<file path="config.mk">
export PLATFORM = sky130hd
export DESIGN_NAME = fskrx_word_out
export DESIGN_NICKNAME = d
export VERILOG_FILES = /design/src/design/fskrx_pkg.sv /design/src/design/fskrx_word_out.sv
export SDC_FILE = /design/constraint.sdc
export NUM_CORES = 1
export LEC_CHECK = 0
export BUFFER_PORTS_ARGS = -buffer_cell sky130_fd_sc_hd__buf_2
export CORE_UTILIZATION = 55
export DETAILED_ROUTE_END_ITERATION = 8
export PLACE_DENSITY = 0.76
export REMOVE_ABC_BUFFERS = 1
export SYNTH_ARGS = -nofsm -noshare
export SYNTH_HDL_FRONTEND = slang
export SYNTH_SLANG_ARGS = --single-unit
</file>
<file path="constraint.sdc">
create_clock -name clk -period 1.6 [get_ports clk]
set_input_delay 0.24 -clock clk [delete_from_list [all_inputs] [get_ports clk]]
set_output_delay 0.24 -clock clk [all_outputs]
set_load 0.02 [all_outputs]
</file>
<file path="src/design/fskrx_pkg.sv">
// Purpose: Constants for the FSK receiver three-wire word output block
// Assumes: System clock of 100 MHz; demodulator timebase of 3.579545 MHz
// Notes: Long counts are derived here and overridable at the top level
package fskrx_pkg;

	// ****************************************
	// Clock figures
	// ****************************************
	localparam longint FSKRX_SYS_CLK_HZ = 64'd100000000;
	localparam longint FSKRX_MASTER_CLK_HZ = 64'd3579545;
	// Bit clock burst rate is the master clock divided by this
	localparam longint FSKRX_BIT_DIV = 64'd2976;
	// One bit cell in system clocks, rounded down
	localparam int FSKRX_BIT_CYCLES =
		int'(FSKRX_SYS_CLK_HZ * FSKRX_BIT_DIV / FSKRX_MASTER_CLK_HZ);

	// ****************************************
	// Carrier detect hysteresis
	// ****************************************
	localparam longint FSKRX_CD_ON_TIME_US = 64'd10;
	localparam longint FSKRX_CD_OFF_TIME_US = 64'd8;
	localparam int FSKRX_CD_ON_CYCLES =
		int'(FSKRX_CD_ON_TIME_US * FSKRX_SYS_CLK_HZ / 64'd1000000);
	localparam int FSKRX_CD_OFF_CYCLES =
		int'(FSKRX_CD_OFF_TIME_US * FSKRX_SYS_CLK_HZ / 64'd1000000);

	// ****************************************
	// Widths and word layout
	// ****************************************
	localparam int FSKRX_CNT_W = 20;
	localparam logic [3:0] FSKRX_DATA_BITS = 4'h8;

	typedef enum logic [2:0] {
		FSKRX_IDLE,
		FSKRX_LEAD,
		FSKRX_BURST,
		FSKRX_READY,
		FSKRX_STOP
	} fskrx_state_t;

endpackage

</file>
<file path="src/design/fskrx_word_out.sv">
// Purpose: Frame the demodulated FSK bit stream into a data/bit-clock/ready interface
// Assumes: Demodulator and energy detector outputs are asynchronous levels
// Notes: Open-drain pins drive low when their enable (active low) is low
//
// Behaviour
// Power-down stops all operation
// Stop-start sequence triggers eight bit clock pulses
// Bit clock rises at data cell centre
// No bit clock during start or stop
// One ready pulse per ten-bit word
// Power-down: data, clock high; open-drains released
// Powered down: line input ignored entirely
// Host drives power-down low to receive
// Carrier output low while FSK detected
// Carrier indication has time hysteresis
// Voice may activate outputs; not filtered
// Host ignores outputs when no data expected
// Timing derived from one master timebase
// Bit clock rate master/2976, low pulses
// Data high until carrier present; mark high
// Ready goes low after last pulse
// Ready released before next word's pulses
`timescale 1ns/1ps
module fskrx_word_out
	import fskrx_pkg::*;
#(
	parameter int BIT_CYCLES = FSKRX_BIT_CYCLES,
	parameter int CD_ON_CYCLES = FSKRX_CD_ON_CYCLES,
	parameter int CD_OFF_CYCLES = FSKRX_CD_OFF_CYCLES
)
(
	// Clock and reset
	input wire logic clk,
	input wire logic reset_n,
	// Controls and front-end levels (asynchronous)
	input wire logic power_down_in,
	input wire logic demod_bit_in,
	input wire logic carrier_energy_in,
	// Three-wire interface
	output logic serial_data_out,
	output logic bit_clock_out,
	// Open-drain word ready
	output logic word_ready_n_out,
	output logic word_ready_n_oe_n,
	// Open-drain carrier present
	output logic carrier_present_n_out,
	output logic carrier_present_n_oe_n
);

	// ****************************************
	// Input synchronisers
	// ****************************************
	logic [2:0] sync1_reg;
	logic [2:0] sync2_reg;

	// Two flops per asynchronous input, first stage read only by second
	always_ff @(posedge clk or negedge reset_n)
	begin
		if (!reset_n)
		begin
			sync1_reg <= 3'h1;
			sync2_reg <= 3'h1;
		end
		else
		begin
			sync1_reg <= {carrier_energy_in, demod_bit_in, power_down_in};
			sync2_reg <= sync1_reg;
		end
	end

	wire pd = sync2_reg[0];
	// Front end is off while powered down, so its levels are masked
	wire line_bit = pd ? 1'b1 : sync2_reg[1];
	wire energy = pd ? 1'b0 : sync2_reg[2];

	// ****************************************
	// Carrier detect with hysteresis
	// ****************************************
	logic carrier_reg;
	logic carrier_next;
	logic [FSKRX_CNT_W-1:0] cd_cnt_reg;
	logic [FSKRX_CNT_W-1:0] cd_cnt_next;

	// Energy is counted towards the opposite state; the count restarts on agreement.
	// Voice in band counts just the same, nothing distinguishes it
	wire cd_disagree = energy != carrier_reg;
	wire [FSKRX_CNT_W-1:0] cd_limit = carrier_reg ?
		FSKRX_CNT_W'(CD_OFF_CYCLES - 1) : FSKRX_CNT_W'(CD_ON_CYCLES - 1);
	wire cd_flip = cd_disagree && (cd_cnt_reg >= cd_limit);
	assign cd_cnt_next = (!cd_disagree || cd_flip) ? '0 : cd_cnt_reg + 1'b1;
	assign carrier_next = pd ? 1'b0 : (cd_flip ? energy : carrier_reg);

	always_ff @(posedge clk or negedge reset_n)
	begin
		if (!reset_n)
		begin
			carrier_reg <= 1'b0;
			cd_cnt_reg <= '0;
		end
		else
		begin
			carrier_reg <= carrier_next;
			cd_cnt_reg <= cd_cnt_next;
		end
	end

	// ****************************************
	// Word framing and bit clock burst
	// ****************************************
	fskrx_state_t state_reg;
	fskrx_state_t state_next;
	logic [FSKRX_CNT_W-1:0] tick_reg;
	logic [FSKRX_CNT_W-1:0] tick_next;
	logic [3:0] pulse_reg;
	logic [3:0] pulse_next;
	logic prev_bit_reg;

	// Data follows the line only once carrier is up
	wire data_bit = carrier_reg ? line_bit : 1'b1;
	// Falling edge after a high (stop or mark) level opens a word
	wire start_edge = prev_bit_reg && !data_bit;
	wire [FSKRX_CNT_W-1:0] bit_last = FSKRX_CNT_W'(BIT_CYCLES - 1);
	wire [FSKRX_CNT_W-1:0] half_last = FSKRX_CNT_W'(BIT_CYCLES / 2 - 1);
	wire tick_bit_end = tick_reg == bit_last;
	wire tick_half_end = tick_reg == half_last;
	// Low half of each pulse ends at a cell centre, so the rise lands there
	wire burst_low = (state_reg == FSKRX_BURST) && (tick_reg <= half_last);

	always_comb
	begin
		state_next = state_reg;
		tick_next = tick_reg + 1'b1;
		pulse_next = pulse_reg;
		unique case (state_reg)
			FSKRX_IDLE:
			begin
				tick_next = '0;
				if (start_edge)
					state_next = FSKRX_LEAD;
			end
			FSKRX_LEAD:
			begin
				// Whole start cell passes with no pulse
				if (tick_bit_end)
				begin
					tick_next = '0;
					pulse_next = '0;
					state_next = FSKRX_BURST;
				end
			end
			FSKRX_BURST:
			begin
				if (tick_bit_end)
				begin
					tick_next = '0;
					pulse_next = pulse_reg + 1'b1;
					if (pulse_reg == FSKRX_DATA_BITS - 4'h1)
						state_next = FSKRX_READY;
				end
			end
			FSKRX_READY:
			begin
				// Ready low for half the stop cell, released well before next start
				if (tick_half_end)
				begin
					tick_next = '0;
					state_next = FSKRX_STOP;
				end
			end
			FSKRX_STOP:
			begin
				// One cycle only, no pulse; idle then watches for a new start through the rest of the stop cell
				tick_next = '0;
				state_next = FSKRX_IDLE;
			end
		endcase
		if (pd)
		begin
			state_next = FSKRX_IDLE;
			tick_next = '0;
			pulse_next = '0;
		end
	end

	always_ff @(posedge clk or negedge reset_n)
	begin
		if (!reset_n)
		begin
			state_reg <= FSKRX_IDLE;
			tick_reg <= '0;
			pulse_reg <= '0;
			prev_bit_reg <= 1'b1;
		end
		else
		begin
			state_reg <= state_next;
			tick_reg <= tick_next;
			pulse_reg <= pulse_next;
			prev_bit_reg <= data_bit;
		end
	end

	// ****************************************
	// Output flops
	// ****************************************
	logic data_out_reg;
	logic bclk_reg;
	logic ready_oe_n_reg;
	logic cd_oe_n_reg;
	logic drain_level_reg;

	// Power-down forces data and clock high, open drains released
	always_ff @(posedge clk or negedge reset_n)
	begin
		if (!reset_n)
		begin
			data_out_reg <= 1'b1;
			bclk_reg <= 1'b1;
			ready_oe_n_reg <= 1'b1;
			cd_oe_n_reg <= 1'b1;
			drain_level_reg <= 1'b0;
		end
		else
		begin
			data_out_reg <= pd ? 1'b1 : data_bit;
			bclk_reg <= pd ? 1'b1 : !burst_low;
			ready_oe_n_reg <= pd ? 1'b1 : (state_next != FSKRX_READY);
			cd_oe_n_reg <= pd ? 1'b1 : !carrier_next;
			drain_level_reg <= 1'b0; // Open drain only ever pulls low
		end
	end

	assign serial_data_out = data_out_reg;
	assign bit_clock_out = bclk_reg;
	assign word_ready_n_out = drain_level_reg;
	assign word_ready_n_oe_n = ready_oe_n_reg;
	assign carrier_present_n_out = drain_level_reg;
	assign carrier_present_n_oe_n = cd_oe_n_reg;

endmodule // fskrx_word_out

</file>
==> results of run 1 <==
## stage by stage
step / hold slack (ns) / setup WS [ns] / util
global placement: 0.261 / -0.181 / 0.679
CTS: 0.357 / -0.129 / 0.769
finish: 0.354 / -0.242 / 0.812
global route: 0.361 / -0.296 / 0.812
detailed placement: 0.263 / -0.206 / 0.679
floorplan: -0.0556 / -0.252 / -
## cells in the mapped netlist, drive strengths merged, types with 6 or more instances
library cell | n | area [um^2]
nor3 | 9 | 45.0
dfrtp | 52 | 1300
ha | 10 | 125
dfstp | 7 | 184
a21oi | 6 | 30.0
nor2 | 45 | 169
nand2 | 21 | 86.3
nand3 | 11 | 55.1
buf | 6 | 47.5
nand4 | 6 | 37.5
xor2 | 13 | 114
inv | 8 | 30.0
xnor2 | 16 | 140
## cell type report
type                            instances  area, um^2  share of cell area
Clock buffer                           11         131              0.0332
Clock inverter                          5        77.6              0.0196
Inverter                                8        32.5             0.00821
Multi-Input combinational cell        211        1620               0.409
Sequential cell                        59        1490               0.375
Tap cell                               67        83.8              0.0212
Timing Repair Buffer                   65         529               0.134
## repair_timing
item | 4_1_cts | 5_1_grt
hold buffers | 4 | 0
endpoints found under the hold margin | 55 | 0
buffers inserted | 6 | 3
resized for setup | 33 | 40
endpoints found under the setup margin | 39 | 41
cloned | 1 | 0
pin swaps | 23 | 10
## logic make-up after synthesis
kind of cell,share of synthesized area
AO/OA/AOI/OAI,0.0757
buffers and inverters,0.0365
flip-flops,0.516
XOR/XNOR,0.0883
other,0.00130
multiplexers,0.00348
adder cells (fa/ha/maj),0.0435
AND/OR/NAND/NOR,0.235
## metal layers
metal / up-vias / wire length [um] / global-route usage
met2: 84 / 3790 / 0.431
met4: 0 / 240 / 0.107
li1: 1105 / - / -
met1: 1168 / 3060 / 0.343
met5: - / 0 / 0
met3: 24 / 382 / 0.0840
## where the power goes
group | internal [uW] | switching, uW
clock | 872 | 591
combinational | 57.0 | 80.3
sequential | 1520 | 21.4
## worst max-delay path, cell delays in order, from the launching register on
cell	delay, ns
dfrtp_2	0.50
inv_4	0.11
ha_4	0.20
a31oi_4	0.19
o21ai_2	0.09
a21oi_2	0.22
mux2i_1	0.14
or2_2	0.32
## worst paths after layout
check                              from                     end  slack (ns)  depth (start not counted)
min                        sync1_reg[2]            sync2_reg[2]        0.35                          0
min reg2reg                sync1_reg[2]            sync2_reg[2]        0.35                          0
max in group asynchronous       reset_n            sync1_reg[0]        0.85                          3
min in group asynchronous       reset_n            tick_reg[16]        0.42                          3
max reg2reg                 carrier_reg  carrier_present_n_oe_n       -0.24                          7
max                         carrier_reg  carrier_present_n_oe_n       -0.24                          7
==> key figures, run 1 <==
Power
  • PwrDens: 793 mW/mm^2
  • Total power: approximately 3100 uW
  • Maximum vdd drop: 768 uV
  • Leakage: 0.00167 uW

Setup path
  • Startpoint types: register
  • WS Path Type: reg2reg
  • Worst setup EP type: register
  • CP Max Fanout: 5
  • Arr. time, crit path: roughly 2.1 ns
  • Crit path required time: 1.88 ns

CTS
  • CTS tree: yes
  • Clk_lat worst skew: around 0.35 ns
  • H-tree lvl count: 3
  • Reg clk slew, reported paths: 0.08 ns
  • CTS Sinks: 59
  • Clk buf depth: 2
  • Root buffer cell: clkbuf_8
  • CTS Buf Count: 9

Final layout
  • NumNets Final: 369
  • P&R area growth vs syn: 37.7%
  • Finished Layout Cells: 426
  • Most frequent cells in the layout: dfrtp_1 (50), buf_4 (45), nor2_1 (35)
  • Layout filler cell count: 272
  • Ant diodes: 0
  • Share of cells above drive strength 1: 0.384
  • Fin area: 0.00396 mm^2
  • Commonest non-fill, non-tap cell in the layout: dfrtp_1

Run status
  • Failing checks: negative setup slack
  • Status: finished with violations

Timing
  • F_max: ~0.54 GHz
  • Endpoints failing hold: 0
  • Post-layout worst setup margin: -0.242 ns
  • Clock Skew: 0.0150 ns
  • Max-slew violation count: 0
  • Setup repair after global routing missed its margin: true
  • Tcrit/Tclk final: 1.15
  • Post-layout min period: ~1.8 ns
  • Setup TNS: -5.85 ns
  • Final setup vio count: 40

Placed design
  • Port bufs: 8
  • Post-DP HPWL: 3900 um
  • Post-Place Cells: 396
  • RePlAce Congestion: 0.867
  • Placed Area: approximately 0.0033 mm^2

Routing
  • Final WL: roughly 7500 um
  • 1st-iter DRT viols: 125
  • Number of detailed-route iterations in the first pass: 4
  • Routed vias: 2381
  • DR WL/cell: around 18 um
  • Routed Antenna Nets: 0
  • DRC Markers: 0
  • DR vias/cell: between 5 and 6

Die
  • Core area: 0.00488 mm^2
  • Die Wd: 74.3 um
  • Cell Rows: 25
  • Die area: between 0.005 and 0.006 mm^2
  • Boundary pin count: 11
  • Die Y: 74.3 um
  • Initial Util: 0.590

Synthesis
  • Synth Flop Type: dfrtp_1
  • Number of synthesized flops with an enable pin: 0
  • Yosys warnings: 0
  • #FFs+latches synth: 59
  • Count of different cell masters after synthesis: 54
  • Synth Cell Area: 0.00288 mm^2
  • Post-synthesis sequential area ratio: 0.516
  • Post-Synthesis Cells: about 280
  • Async SR Flop Fraction: 1.00
  • Mean post-synth cell area: 10.4 um^2

Run
  • Max cap viols: 0

GRT
  • GR Overflow Total: 0
  • Largest net degree at the start of global routing: 60
  • Number of global-route vias before repair: 2305
  • First-pass GRT wire length: 10800 um
  • Initial antenna violation count: 0
  • All-Layer GR Usage: 0.270

Worst hold path
  • HP Class: reg2reg
Note: power is estimated with default switching activity, not from simulation.
==> run 2: changes to the inputs <==
--- a/config.mk
+++ b/config.mk
@@ -6,10 +6,12 @@
 export NUM_CORES = 1
 export LEC_CHECK = 0
 export BUFFER_PORTS_ARGS = -buffer_cell sky130_fd_sc_hd__buf_2
-export CORE_UTILIZATION = 55
+export CORE_UTILIZATION = 57
+export CTS_BUF_LIST = sky130_fd_sc_hd__clkbuf_8
 export DETAILED_ROUTE_END_ITERATION = 8
-export PLACE_DENSITY = 0.76
+export PLACE_DENSITY = 0.78
 export REMOVE_ABC_BUFFERS = 1
+export SLEW_MARGIN = 10
 export SYNTH_ARGS = -nofsm -noshare
 export SYNTH_HDL_FRONTEND = slang
 export SYNTH_SLANG_ARGS = --single-unit
==> run 2 against run 1 <==
Against the previous run: highest routed layer unchanged; largest cell class unchanged; the flow still finishes with violations (negative setup slack); global-route usage increased by 0.58 points; non-clock buffer count increased by 9; cell area is 0.28% lower; critical path type unchanged; worst setup slack improved by 0.062 ns.
==> key figures, run 2 (synthesis results as in run 1) <==
Placed design
  • Placement Setup Slack: -0.219 ns
  • Post-DP HPWL: 3890 um
  • Port bufs: 8
  • Placed Area: 0.00338 mm^2
  • RePlAce Congestion: roughly 0.8

Die
  • Die Wd: approximately 73 um
  • Die area: 0.00534 mm^2
  • Die Y: 73.1 um
  • Cell Rows: 25
  • Boundary pin count: 11
  • Initial Util: 0.601
  • Core area: 0.00479 mm^2

Setup path
  • WS Path Type: reg2reg
  • Reg2Reg Capture Point: carrier_present_n_oe_n
  • RR Startpoint: carrier_reg
  • Reg2reg setup slack: -0.18 ns
  • Critical path's largest stage delay: 0.49 ns
  • Arr. time, crit path: between 2 and 2.5 ns
  • Reg2Reg Depth: 8
  • Worst setup EP type: register
  • CP cell instances: inv_4 -> buf_4 -> ha_4 -> nand2_1 -> o21ai_2 -> a21oi_2 -> mux2i_2 -> or2_4
  • CP Buf/Inv Count: 2
  • Crit path required time: approximately 1.9 ns
  • Startpoint types: register
  • Critical-path top delay cell: dfrtp_2
  • CP Max Fanout: 5
  • CP top delay family: flip-flops

GRT
  • GRT met3 Usage: 0.0635
  • First-pass GRT wire length: 10700 um
  • GR Overflow Total: 0
  • All-Layer GR Usage: 0.275
  • Met2 Usage GRT: 0.452
  • Most Crowded Layer GR: met2
  • Largest net degree at the start of global routing: 60
  • Initial antenna violation count: 0
  • Number of global-route vias before repair: 2371
  • GR Layer Usage met1: 0.345

Routing
  • Number of detailed-route iterations in the first pass: 4
  • 1st-iter DRT viols: 183
  • Routed vias: roughly 2400
  • DR vias/cell: 5.43
  • DRC Markers: 0
  • Final WL: 6660 um
  • DR WL/cell: 15.3 um
  • Routed Antenna Nets: 0

CTS
  • CTS tree: yes
  • CTS Sinks: 59
  • H-tree lvl count: 3
  • Clk_lat worst skew: 0.35 ns
  • Reg clk slew, reported paths: 0.07 ns
  • Root buffer cell: clkbuf_8
  • Clk buf depth: 2
  • CTS Buf Count: 9

Run
  • Max cap viols: 0

Timing
  • Tcrit/Tclk final: 1.11
  • F_max: 0.562 GHz
  • Setup TNS: -5.20 ns
  • Setup repair after global routing missed its margin: true
  • Endpoints failing hold: 0
  • Max-slew violation count: 0
  • Clock Skew: 0.0100 ns
  • Post-layout worst setup margin: -0.180 ns
  • Final setup vio count: 38
  • Post-layout min period: 1.78 ns

Final layout
  • Share of cells above drive strength 1: 0.383
  • Fin area: approximately 0.0040 mm^2
  • Area occupied by multi-input gates: approximately 0.0016 mm^2
  • Ant diodes: 0
  • Layout filler cell count: 269
  • Most frequent cells in the layout: buf_4 (56), dfrtp_1 (49), nor2_1 (36)
  • NumNets Final: around 380
  • P&R area growth vs syn: 37.3%
  • Sequential cell area: between 0.001 and 0.0015 mm^2
  • Commonest non-fill, non-tap cell in the layout: buf_4

Worst hold path
  • HP Class: reg2reg
  • Hold Path End: sync2_reg[1]
  • Hold Crit Start: sync1_reg[1]
  • Worst Hold Depth: 0

Power
  • PwrDens: 757 mW/mm^2
  • Maximum vdd drop: 713 uV
  • Leakage: 0.00167 uW

Run status
  • Failing checks: negative setup slack
  • Status: finished with violations
## run 2: cell types whose count changed in the layout (fill, tap and decap cells not counted), moves of 2 or more
| cell | previous run | this run |
|---|---|---|
| a21oi_4 | 2 | 0 |
| clkbuf_1 | 2 | 0 |
| nor2_4 | 8 | 6 |
| buf_4 | 45 | 56 |
| ha_1 | 3 | 5 |
| a21oi_2 | 1 | 3 |
| ha_2 | 2 | 0 |
| o21ai_1 | 2 | 0 |
| inv_1 | 5 | 8 |
| buf_6 | 5 | 3 |
| o21ai_0 | 1 | 4 |
## run 2: repair_timing
action | in CTS | in global routing
endpoints found under the hold margin | 55 | 0
pin swaps | 20 | 8
hold buffers | 4 | 0
buffers inserted | 7 | 2
endpoints found under the setup margin | 38 | 41
resized for setup | 37 | 20
gates cloned | 1 | 0
## run 2: worst max-delay path by stage
stage                 from                endpoint  slack [ns]  cells past startpoint
2_1_floorplan  tick_reg[0]            tick_reg[10]       -0.25                      7
3_3_place_gp   carrier_reg  carrier_present_n_oe_n       -0.18                      7
3_5_place_dp   carrier_reg  carrier_present_n_oe_n       -0.22                      7
4_1_cts        tick_reg[0]            pulse_reg[0]       -0.14                      7
5_1_grt        tick_reg[1]            pulse_reg[0]       -0.27                      6
6_report       carrier_reg  carrier_present_n_oe_n       -0.18                      8
## run 2: power breakdown
group,switching [uW],internal (uW),total (uW)
logic,76.4,54.0,130
registers,18.2,1520,1540
clock network,574,746,1320
## run 2: stage by stage
step	hold slack, ns	instances	utilization	total power [uW]
final	0.356	435	0.826	2990
after global routing	0.370	435	0.826	3090
after CTS	0.354	433	0.802	3000
after detailed placement	0.266	405	0.706	1660
after global placement	0.265	405	0.706	1660
after floorplan	-0.0556	278	-	1600
## run 2: routing by layer
layer | part of all wire | vias to the layer above
met5 | 0 | -
met4 | 0.017 | 0
met3 | 0.051 | 12
met2 | 0.50 | 68
met1 | 0.43 | 1162
li1 | - | 1121
## run 2: final cells by class
cell class              instances  share of cell area
repair buffers                 74               0.149
inverters                       8             0.00823
multi-input cells             211               0.395
clock inverters                 6              0.0146
well taps                      67              0.0212
flip-flops and latches         59               0.377
clock buffers                  10              0.0348
